==> src/dtf_cfg.svh <==
// constants for the debounced toggle fade control
`ifndef DTF_CFG_SVH
`define DTF_CFG_SVH

// clock rate in kHz (125 MHz); also the cycle count of one millisecond
`define DTF_CLK_KHZ     125000
// debounce interval in ms and in clock cycles
`define DTF_DEB_MS      37
`define DTF_DEB_CYC     (`DTF_DEB_MS * `DTF_CLK_KHZ)
`define DTF_DEB_W       23
// ramp time used when a fade select is zero, in us and in cycles
`define DTF_INSTANT_US  70
`define DTF_INSTANT_CYC ((`DTF_INSTANT_US * `DTF_CLK_KHZ) / 1000)
// ramp geometry
`define DTF_STEPS       63
`define DTF_LAST_IDX    62
`define DTF_IDX_W       6
`define DTF_LVL_W       10
// fade select in ms, zero means instant
`define DTF_SEL_W       11
`define DTF_ACC_W       28

`endif

==> src/dtf_pkg.sv <==
// types of the debounced toggle fade control
`include "dtf_cfg.svh"

package dtf_pkg;

    typedef enum logic [1:0] {
        RS_OFF,
        RS_UP,
        RS_FULL,
        RS_DOWN
    } dtf_ramp_t;

    typedef struct packed {
        logic                   s1;
        logic                   s2;
        logic                   last;
        logic                   stable;
        logic                   fell;
        logic                   rose;
        logic [`DTF_DEB_W-1:0]  cnt;
    } dtf_deb_t;

    typedef struct packed {
        dtf_ramp_t              st;
        logic [`DTF_IDX_W-1:0]  idx;
        logic [`DTF_ACC_W-1:0]  acc;
        logic [`DTF_LVL_W-1:0]  level;
        logic                   src_on;
        logic                   ch_on;
        logic                   ramp;
        logic                   dim_s1;
        logic                   dim_s2;
    } dtf_ctl_t;

endpackage

==> src/dtf_debounce.sv <==
// synchroniser and debouncer of the active low toggle input
`timescale 1ns/1ps
`include "dtf_cfg.svh"

module dtf_debounce #(
    parameter int unsigned DEB_CYC = `DTF_DEB_CYC
) (
    input  wire logic mclk_in,    // core clock
    input  wire logic rst_n_in,   // async reset, active low
    input  wire logic clk_en_in,  // freezes state while low
    input  wire logic raw_in,     // pin level, asynchronous
    output logic      level_out,  // debounced level
    output logic      fell_out,   // one-cycle pulse on debounced fall
    output logic      rose_out    // one-cycle pulse on debounced rise
);

    ////////////////////////////////////////////////////////////////////
    localparam dtf_pkg::dtf_deb_t DEB_RST = '{
        s1: 1'b1, s2: 1'b1, last: 1'b1, stable: 1'b1,
        fell: 1'b0, rose: 1'b0, cnt: '0
    };
    localparam logic [`DTF_DEB_W-1:0] CNT_LAST = `DTF_DEB_W'(DEB_CYC - 1);

    dtf_pkg::dtf_deb_t s_q;
    dtf_pkg::dtf_deb_t s_d;

    ////////////////////////////////////////////////////////////////////
    always_comb begin
        s_d      = s_q;
        s_d.s1   = raw_in;
        s_d.s2   = s_q.s1;
        s_d.last = s_q.s2;
        s_d.fell = 1'b0;
        s_d.rose = 1'b0;
        if (s_q.s2 != s_q.last) begin
            s_d.cnt = '0;
        end else if (s_q.s2 != s_q.stable) begin
            if (s_q.cnt == CNT_LAST) begin
                s_d.stable = s_q.s2;
                s_d.fell   = ~s_q.s2;
                s_d.rose   = s_q.s2;
                s_d.cnt    = '0;
            end else begin
                s_d.cnt = s_q.cnt + `DTF_DEB_W'(1);
            end
        end else begin
            s_d.cnt = '0;
        end
    end

    // undriven pin reads released: every stage resets high
    always_ff @(posedge mclk_in or negedge rst_n_in) begin
        if (!rst_n_in) begin
            s_q <= DEB_RST;
        end else if (clk_en_in) begin
            s_q <= s_d;
        end
    end

    assign level_out = s_q.stable;
    assign fell_out  = s_q.fell;
    assign rose_out  = s_q.rose;
endmodule

==> src/dtf_fade_ctl.sv <==
// debounced toggle with gamma corrected fade in and fade out
`timescale 1ns/1ps
`include "dtf_cfg.svh"

module dtf_fade_ctl #(
    parameter int unsigned DEB_CYC     = `DTF_DEB_CYC,
    parameter int unsigned INSTANT_CYC = `DTF_INSTANT_CYC,
    parameter int unsigned CYC_PER_MS  = `DTF_CLK_KHZ
) (
    input  wire logic                  mclk_in,                 // core clock
    input  wire logic                  rst_n_in,                // async reset, low
    input  wire logic                  clk_en_in,               // freezes state
    input  wire logic                  toggle_n_in,             // toggle pin, low
    input  wire logic                  dim_in,                  // dimming pin
    input  wire logic [`DTF_SEL_W-1:0] fade_in_time_select_in,  // fade-in ms
    input  wire logic [`DTF_SEL_W-1:0] fade_out_time_select_in, // fade-out ms
    output logic      [`DTF_LVL_W-1:0] level_out,               // level, permille
    output logic                       src_on_out,              // source enable
    output logic                       ch_on_out,               // latched state
    output logic                       ramp_active_out          // ramp running
);

    ////////////////////////////////////////////////////////////////////
    localparam logic [`DTF_IDX_W-1:0] LAST_IDX = `DTF_IDX_W'(`DTF_LAST_IDX);
    localparam logic [`DTF_ACC_W-1:0] STEPS    = `DTF_ACC_W'(`DTF_STEPS);

    localparam logic [`DTF_LVL_W-1:0] GAMMA [`DTF_STEPS] = '{
        10'h000, 10'h002, 10'h004, 10'h006, 10'h008, 10'h00a, 10'h00c, 10'h010,
        10'h014, 10'h018, 10'h01c, 10'h020, 10'h024, 10'h02a, 10'h030, 10'h036,
        10'h03c, 10'h042, 10'h048, 10'h050, 10'h058, 10'h060, 10'h068, 10'h070,
        10'h078, 10'h082, 10'h08c, 10'h096, 10'h0a0, 10'h0aa, 10'h0b4, 10'h0c2,
        10'h0d0, 10'h0de, 10'h0ec, 10'h0fa, 10'h108, 10'h11a, 10'h12c, 10'h13e,
        10'h150, 10'h162, 10'h174, 10'h18a, 10'h1a0, 10'h1b6, 10'h1cc, 10'h1e2,
        10'h1f8, 10'h216, 10'h234, 10'h252, 10'h270, 10'h28e, 10'h2ac, 10'h2d2,
        10'h2f8, 10'h31e, 10'h344, 10'h36a, 10'h392, 10'h3bc, 10'h3e8
    };

    localparam dtf_pkg::dtf_ctl_t CTL_RST = '{
        st: dtf_pkg::RS_OFF, idx: '0, acc: '0, level: '0,
        src_on: 1'b0, ch_on: 1'b0, ramp: 1'b0, dim_s1: 1'b0, dim_s2: 1'b0
    };

    ////////////////////////////////////////////////////////////////////
    function automatic logic [`DTF_LVL_W-1:0] gamma_of(
        input logic [`DTF_IDX_W-1:0] idx
    );
        gamma_of = GAMMA[idx];
    endfunction

    // whole ramp length in cycles for a select code
    function automatic logic [`DTF_ACC_W-1:0] ramp_cycles(
        input logic [`DTF_SEL_W-1:0] sel
    );
        if (sel == '0) begin
            ramp_cycles = `DTF_ACC_W'(INSTANT_CYC);
        end else begin
            ramp_cycles = `DTF_ACC_W'(sel) * `DTF_ACC_W'(CYC_PER_MS);
        end
    endfunction

    // latched target is on while fading in or at full
    function automatic logic is_on(
        input dtf_pkg::dtf_ramp_t st
    );
        is_on = (st == dtf_pkg::RS_UP) || (st == dtf_pkg::RS_FULL);
    endfunction

    // a ramp runs while fading in either direction
    function automatic logic is_ramping(
        input dtf_pkg::dtf_ramp_t st
    );
        is_ramping = (st == dtf_pkg::RS_UP) || (st == dtf_pkg::RS_DOWN);
    endfunction

    ////////////////////////////////////////////////////////////////////
    dtf_pkg::dtf_ctl_t s_q;
    dtf_pkg::dtf_ctl_t s_d;

    logic                  deb_level;
    logic                  press;
    logic                  tick;
    logic [`DTF_ACC_W-1:0] total;
    logic [`DTF_ACC_W-1:0] acc_n;

    dtf_debounce #(
        .DEB_CYC   (DEB_CYC)
    ) u_deb (
        .mclk_in   (mclk_in),
        .rst_n_in  (rst_n_in),
        .clk_en_in (clk_en_in),
        .raw_in    (toggle_n_in),
        .level_out (deb_level),
        .fell_out  (press),
        .rose_out  ()
    );

    ////////////////////////////////////////////////////////////////////
    // step timing: add the step count each cycle and step when the sum
    // reaches the ramp length, so 63 intervals fill the fade exactly
    always_comb begin
        s_d        = s_q;
        s_d.dim_s1 = dim_in;
        s_d.dim_s2 = s_q.dim_s1;
        tick       = 1'b0;
        if (s_q.st == dtf_pkg::RS_UP) begin
            total = ramp_cycles(fade_in_time_select_in);
        end else begin
            total = ramp_cycles(fade_out_time_select_in);
        end
        acc_n = s_q.acc + STEPS;
        if (s_q.ramp) begin
            if (acc_n >= total) begin
                tick    = 1'b1;
                s_d.acc = acc_n - total;
            end else begin
                s_d.acc = acc_n;
            end
        end

        unique case (s_q.st)
            dtf_pkg::RS_OFF: begin
                if (press) begin
                    s_d.st  = dtf_pkg::RS_UP;
                    s_d.acc = '0;
                end
            end
            dtf_pkg::RS_UP: begin
                if (press) begin
                    s_d.st  = dtf_pkg::RS_DOWN;
                    s_d.acc = '0;
                end else if (tick) begin
                    if (s_q.idx == LAST_IDX) begin
                        s_d.st = dtf_pkg::RS_FULL;
                    end else begin
                        s_d.idx = s_q.idx + `DTF_IDX_W'(1);
                    end
                end
            end
            dtf_pkg::RS_FULL: begin
                if (press) begin
                    s_d.st  = dtf_pkg::RS_DOWN;
                    s_d.acc = '0;
                end
            end
            dtf_pkg::RS_DOWN: begin
                if (press) begin
                    s_d.st  = dtf_pkg::RS_UP;
                    s_d.acc = '0;
                end else if (tick) begin
                    if (s_q.idx == '0) begin
                        s_d.st = dtf_pkg::RS_OFF;
                    end else begin
                        s_d.idx = s_q.idx - `DTF_IDX_W'(1);
                    end
                end
            end
        endcase

        s_d.ch_on = is_on(s_d.st);
        s_d.ramp  = is_ramping(s_d.st);
        if (s_d.st != dtf_pkg::RS_OFF) begin
            // toggle path owns the source, dimming pin has no say
            s_d.src_on = 1'b1;
            s_d.level  = gamma_of(s_d.idx);
        end else begin
            s_d.src_on = s_q.dim_s2;
            s_d.level  = s_q.dim_s2 ? gamma_of(LAST_IDX) : '0;
        end
    end

    always_ff @(posedge mclk_in or negedge rst_n_in) begin
        if (!rst_n_in) begin
            s_q <= CTL_RST;
        end else if (clk_en_in) begin
            s_q <= s_d;
        end
    end

    assign level_out       = s_q.level;
    assign src_on_out      = s_q.src_on;
    assign ch_on_out       = s_q.ch_on;
    assign ramp_active_out = s_q.ramp;
endmodule

==> config.mk <==
export PLATFORM = sky130hd
export DESIGN_NAME = dtf_fade_ctl
export DESIGN_NICKNAME = d
export VERILOG_FILES = /design/src/dtf_pkg.sv /design/src/dtf_debounce.sv /design/src/dtf_fade_ctl.sv
export VERILOG_INCLUDE_DIRS = /design/src
export SDC_FILE = /design/constraint.sdc
export NUM_CORES = 1
export LEC_CHECK = 0
export BUFFER_PORTS_ARGS = -buffer_cell sky130_fd_sc_hd__buf_2
export CORE_AREA = 2 2 138 166
export CTS_CLUSTER_SIZE = 20
export DETAILED_ROUTE_END_ITERATION = 12
export DIE_AREA = 0 0 140 168
export GPL_TIMING_DRIVEN = 0
export PLACE_DENSITY = 0.71
export SLEW_MARGIN = 20
export SYNTH_ARGS = -nofsm -noshare
export SYNTH_HDL_FRONTEND = slang
export SYNTH_SLANG_ARGS = --single-unit
==> constraint.sdc <==
create_clock -name mclk_in -period 8.8 [get_ports mclk_in]
set_input_delay 0.44 -clock mclk_in [delete_from_list [all_inputs] [get_ports mclk_in]]
set_output_delay 0.44 -clock mclk_in [all_outputs]
set_load 0.02 [all_outputs]
Word level (Yosys, flattened, before mapping)
Memories as Yosys holds them, arrays and structs flattened.
Index checks and enable logic that the tools add are counted.
- register bits: 79
- bits in read-only memories: 640
- input bits: 27
- output and inout bits: 13
- memories: 1
- memory list (name ; depth ; width ; read ports ; clocked after Yosys merged registers in ; write ports ; line ; text):
    (name not given) ; 64 ; 10 ; 1 ; 0 ; 0 ; dtf_fade_ctl.sv:47 ; gamma_of = GAMMA[idx];
- $add $sub $neg: 5
- multiply operators: 2
- order comparisons: 2
- eq/ne operators: 11
- multiplexer cells: 33
- bitwise logic cells: 3
- reductions and logical operators: 10
- operators with widths (operator ; number):
    28-bit two-way mux ; 7
    23-bit two-way mux ; 3
    11-bit by 14-bit multiplier with 25-bit output (second input constant) ; 2
    10-bit two-way mux ; 3
    28-bit by 6-bit adder with 28-bit output (second input constant) ; 1
    28-bit greater-or-equal comparator ; 1
    28-bit subtractor ; 1
    6-bit two-way mux ; 4
    23-bit by 1-bit adder with 23-bit output (second input constant) ; 1
    23-bit equality test (second input constant) ; 1
    11-bit zero test ; 2
    2-bit two-way mux ; 9
    8-bit two-way mux ; 2
    6-bit one-hot mux with 2 select lines ; 1
    11-bit two-way mux ; 1
    2-bit equality test (second input constant) ; 4
    2-bit one-hot mux with 4 select lines ; 1
    7-bit greater-or-equal comparator (second input constant) ; 1
    6-bit inverter with 7-bit output ; 1
    6-bit by 1-bit adder with 6-bit output (second input constant) ; 1
    6-bit equality test (second input constant) ; 1
    6-bit zero test ; 1
    6-bit by 1-bit subtractor with 6-bit output (second input constant) ; 1
    2-bit by 1-bit equality test with 1-bit output (second input constant) ; 2
    10 further kinds ; 14

Logic depth before layout (Yosys ltp)
- depth in word-level cells: 14
- mapped depth: 33
- gate-level depth less buffers: 32

Hierarchy
From an unflattened synthesis, not the netlist that was laid out.
- cell total of the unflattened synthesis: 1402
- area total of the unflattened synthesis: 11971.5 sq um
- by module, submodules not included (module ; instances ; cells each ; area an instance (sq um) ; sequential area each (sq um)):
    dtf_fade_ctl ; 1 ; 1234 ; 10366.2 ; 1226.2
    dtf_debounce ; 1 ; 168 ; 1605.3 ; 730.7

Worst setup path after synthesis
Ideal clock, no wire load.
- kind: input to register
- start point: input fade_out_time_select_in[2]
- end point: register s_q (netlist bit level_out[4])
- library setup time: 135 ps
- arrival time: 7667 ps
- path slack: 998 ps
- stages: 31
- buffers on the path: 0
- cell sequence: inv_1 -> fa_1 -> inv_1 -> ha_1 -> fa_1 -> fa_1 -> inv_1 -> fa_1 -> inv_1 -> ha_1 -> nand2_1 -> a2bb2oi_1 -> o311ai_0 -> a311o_1 -> a21o_1 -> a21o_1 -> a31oi_1 -> xnor2_1 -> a22oi_1 -> ha_1 -> a21oi_1 -> o211ai_1 -> a21oi_1 -> a21oi_4 -> o21ai_0 -> a2bb2oi_2 -> inv_2 -> ha_1 -> or3_1 -> a211oi_1 -> o41ai_1
- RTL lines (element ; line ; text):
    start, declared ; dtf_fade_ctl.sv:16 ; input wire logic [`DTF_SEL_W-1:0] fade_out_time_select_in,
    end signal, assigned ; dtf_fade_ctl.sv:173 ; s_q <= CTL_RST;
    end signal, assigned ; dtf_fade_ctl.sv:175 ; s_q <= s_d;
    end, declared ; dtf_fade_ctl.sv:76 ; dtf_pkg::dtf_ctl_t s_q;

Worst setup path in the final report
- start point: input fade_out_time_select_in[2]
- end point: register s_q (netlist bit level_out[4])
- word-level cells in the longest chain between the ends: 14
- ends and longest elaborated chain (element ; line ; text):
    11-bit by 14-bit multiplier with 25-bit output (no line) / 11-bit zero test (equally long branches) ; - ;
    28-bit two-way mux (*) ; dtf_fade_ctl.sv:54 ; if (sel == '0) begin
    28-bit two-way mux (*) ; dtf_fade_ctl.sv:105 ; if (s_q.st == dtf_pkg::RS_UP) begin
    28-bit greater-or-equal comparator (*) ; dtf_fade_ctl.sv:112 ; if (acc_n >= total) begin
    1-bit two-way mux (*) ; dtf_fade_ctl.sv:112 ;
    1-bit two-way mux (*) ; dtf_fade_ctl.sv:111 ; if (s_q.ramp) begin
    8-bit two-way mux (on tied branches) ; dtf_fade_ctl.sv:149, dtf_fade_ctl.sv:131 ;
    6-bit two-way mux (on tied branches) ; dtf_fade_ctl.sv:146, dtf_fade_ctl.sv:128 ;
    6-bit one-hot mux with 2 select lines ; dtf_fade_ctl.sv:120 ; unique case (s_q.st)
    6-bit inverter with 7-bit output (implied by the code) ; dtf_fade_ctl.sv:47 ;
    memory 64 x 10 bit ; - ;
    10-bit two-way mux (implied by the code) (2 in series) ; dtf_fade_ctl.sv:47 ;
    11-bit two-way mux (*) ; dtf_fade_ctl.sv:161 ; if (s_d.st != dtf_pkg::RS_OFF) begin
Mark *: on every way between the ends. The rest lies on a longest branch, timed or not. The select of a mux whose other input is x is not followed.
A chain may end at the register's enable or synchronous reset.

==> parameters.txt <==
Parameter                              Value

Floorplan
  CORE AREA    ~22000 um2
  Effective utilization at floorplan    0.536
  Ports placed on the boundary    40
  Height of the die    168 um
  Floorplan die width    140 um
  Die Footprint    23500 um2
  Number of placement rows    60

Setup path
  Critical path's slowest cell    sky130_fd_sc_hd__fa_1
  Max Fanout on Critical Path    10
  Worst EP required    around 9000 ps
  Sort of element at the end of the critical path    flip-flop
  Crit Path Class    input port to flip-flop
  CP startpoint kind    input port
  Data arrival, critical path    around 8600 ps
  Crit-path max cell delay    580 ps

STA
  Highest clock rate    approximately 0.12 GHz
  Final critical-path share of the clock period    0.957
  Hold slack    332 ps
  Tmin final    8420 ps
  Transition time at the pin with the least slew margin    892 ps
  Endpoints failing setup    0
  Worst slew margin relative to its limit    0.401
  Final setup skew    4.98 ps
  Max Slew Vio Count    0
  Number of endpoints with negative hold slack in the final report    0

Pwr
  P per Cell Area    274 nW/um2
  Total power after layout    3.52 mW
  Leak Pwr    6.13 nW
  Net switching component of the power    1.75 mW
  Internal    between 1.5 and 2 mW
  Part of the power in the clock network    0.119
  Highest ir drop seen on vdd    ~0.22 mV
  Share of total power in combinational logic    0.749
  Switching fraction of total power    0.496
  Proportion of power drawn by flip-flops and latches    0.132

Final layout
  Final Net Count    1758
  Layout overhead on the synthesized area    8.36%
  Share of final-layout standard cells stronger than drive strength 1    0.0829
  Finished Layout Cells    around 1800
  Final Cell Area    12900 um2
  FILL cells    2007
  Diodes inserted    0

Run status
  Outcome    complete, but fails checks
  Violations in the final reports    DRC

Global route
  Initial antenna violation count    0
  Global-route usage over all layers    0.259
  Via count of the first global-routing pass    about 10000
  Maximum number of pins on one net before global-route repair    58
  Wire length of the first global-routing pass    about 51000 um
  Residual overflow from global routing    0

Clock tree
  CTS tree    yes
  Buffer type at the clock tree root    sky130_fd_sc_hd__clkbuf_16
  Number of CTS-inserted buffers    9
  Clock tree sinks    77
  Number of H-tree levels    3
  CTS clk-pin slew, worst paths    60 ps
  CTS Buffer Depth    2
  Clock Latency Late Sink    340 ps

Yosys
  Number of synthesized flops with an enable pin    0
  Post-Synthesis Net Count    1706
  Number of distinct library cells after synthesis    82
  Syn Std Cell Area    around 12000 um2
  Yosys warns    0
  Synth async-reset ratio    1.00
  Share of synthesized area occupied by flip-flops and latches    0.163
  Cell count after synthesis    1415
  Mean Syn Cell Area    8.39 um2
  Seq cells post-synth    77
  Top_reg_cell synth    sky130_fd_sc_hd__dfrtp_1

Drt
  Number of detailed-route iterations in the first pass    9
  DR iter-0 viols    613
  DRC violation count after routing    4
  Wire length per cell    17.0 um
  Via total after detailed routing    10500
  Via density    roughly 6.0
  Wire length reported by the detailed router    29800 um
  Count of antenna-violating nets left after detailed routing    0

Job
  Maxcap violations    0

Placed design
  Port Buffers    37
  Sum of net half-perimeters after detailed placement    24000 um
  Post-place instance area    12400 um2
  Placed Instances    approximately 1700
  Weighted congestion reported at the end of routability-driven placement    0.930

Worst hold path
  Min-delay worst type    input port to flip-flop
==> layout by cell type, fill, tap and decap left out, drive strengths merged, types with 10 or more instances in the layout <==
master / count
dfrtp: 73
nor3: 31
o21a: 10
a21oi: 94
and3: 20
xor2: 29
o211ai: 12
o31ai: 10
a211oi: 10
inv: 144
nand3: 46
ha: 203
a22oi: 26
a31oi: 22
nand4: 12
fa: 61
mux2i: 11
clkbuf: 46
buf: 63
o21ai: 94
xnor2: 58
nor4: 16
and2: 12
nor2: 88
nand2: 117
o21bai: 12
==> final cells by class <==
type	instances	area [um2]	area share
multi-input combinational	1138	9170	0.713
sequential	77	1930	0.150
inverter	143	539	0.0419
tap	279	349	0.0271
buffer	56	280	0.0218
clock buffer	12	267	0.0207
timing repair buffer	42	248	0.0193
clock inverter	4	77.6	0.00603
==> critical path: cells and delay by family <==
kind | cells | cell delay [ps]
fa+ha+maj | 8 | 3470
xor+xnor | 1 | 230
buf+inv | 6 | 770
simple gates | 4 | 720
compound gates | 14 | 2980
==> kinds of logic (layout without fill, tap and decap cells) <==
logic type | Yosys count | in the layout | share of synthesized area
other | 1 | 1 | 0.000316
XOR/XNOR | 87 | 87 | 0.0642
AO/OA/AOI/OAI | 376 | 376 | 0.206
AND/OR/NAND/NOR | 391 | 391 | 0.164
buffers and inverters | 200 | 257 | 0.0690
flip-flops | 77 | 77 | 0.163
multiplexers | 19 | 19 | 0.0169
adder cells (fa/ha/maj) | 264 | 264 | 0.317
==> synth_stat cells (all sizes together) (8+ instances only) <==
cell type  number  area share
a211o           8      0.0059
a211oi         10      0.0067
a21o            9      0.0057
a21oi          94       0.041
a22oi          26       0.017
a31oi          22       0.012
and2           12      0.0063
and3           20       0.011
buf            22       0.012
clkbuf         35       0.011
dfrtp          73        0.15
fa             61        0.10
ha            203        0.21
inv           143       0.045
mux2            8      0.0076
mux2i          11      0.0093
nand2         117       0.037
nand3          46       0.020
nand4          12      0.0069
nor2           88       0.028
nor3           31       0.014
nor3b           8      0.0051
nor4           16       0.011
o211ai         12      0.0076
o21a           10      0.0063
o21ai          94       0.040
o21bai         12      0.0076
o31ai          10      0.0063
or3             9      0.0047
xnor2          58       0.043
xor2           29       0.021
==> worst paths after layout <==
path | endpoint | cells past startpoint | startpoint | slack, ps
setup / recovery | level_out[4]$_DFFE_PN0P_ | 33 | fade_out_time_select_in[2] | 380
hold / removal | s_d[0]$_DFFE_PN0P_ | 2 | dim_in | 330
setup reg to reg | level_out[6]$_DFFE_PN0P_ | 18 | s_q[50]$_DFFE_PN0P_ | 2610
hold reg to reg | u_deb.s_q[15]$_DFFE_PN0P_ | 1 | u_deb.s_q[15]$_DFFE_PN0P_ | 480
max in group asynchronous | u_deb.s_d[26]$_DFFE_PN1P_ | 3 | rst_n_in | 7650
min in group asynchronous | level_out[2]$_DFFE_PN0P_ | 2 | rst_n_in | 540
==> per-layer routing <==
layer	up-vias	GRT usage	wire [um]
met3	74	0.0205	1090
li1	5180	-	-
met4	0	0.0949	964
met1	4918	0.315	12500
met5	-	0	0
met2	279	0.480	15300
==> sequential cells by signal, indices dropped and copies added (netlist names) <==
name and flops:
s_q 37, u_deb.s_q 24, level_out 9, u_deb.s_d 2, ch_on_out 1, s_d 1, src_on_out 1, u_deb.fell_out 1
u_deb.level_out 1
==> power groups by stage <==
stage	logic, mW	clock network [mW]	registers (mW)
finish	2.64	0.420	0.464
global route	2.96	0.437	0.471
CTS	2.61	0.426	0.462
detailed placement	2.58	0	0.468
global placement	2.54	0	0.467
floorplan	2.01	0	0.460
==> stage by stage <==
step                TNS, ps  utilization  setup WS (ps)
floorplan                 0            -            998
global placement      -2510        0.560           -483
detailed placement    -3500        0.561           -556
CTS                       0        0.578           21.5
global route          -42.1        0.581          -42.1
finish                    0        0.581            381
==> repair_timing <==
item | in CTS | in global routing
setup endpoints to repair | 7 | 10
hold buffers | 1 | 0
setup buffers | 0 | 3
pin swaps | 0 | 0
gates resized for setup | 2 | 16
hold endpoints to repair | 4 | 0
Note: power is estimated with default switching activity, not from simulation.
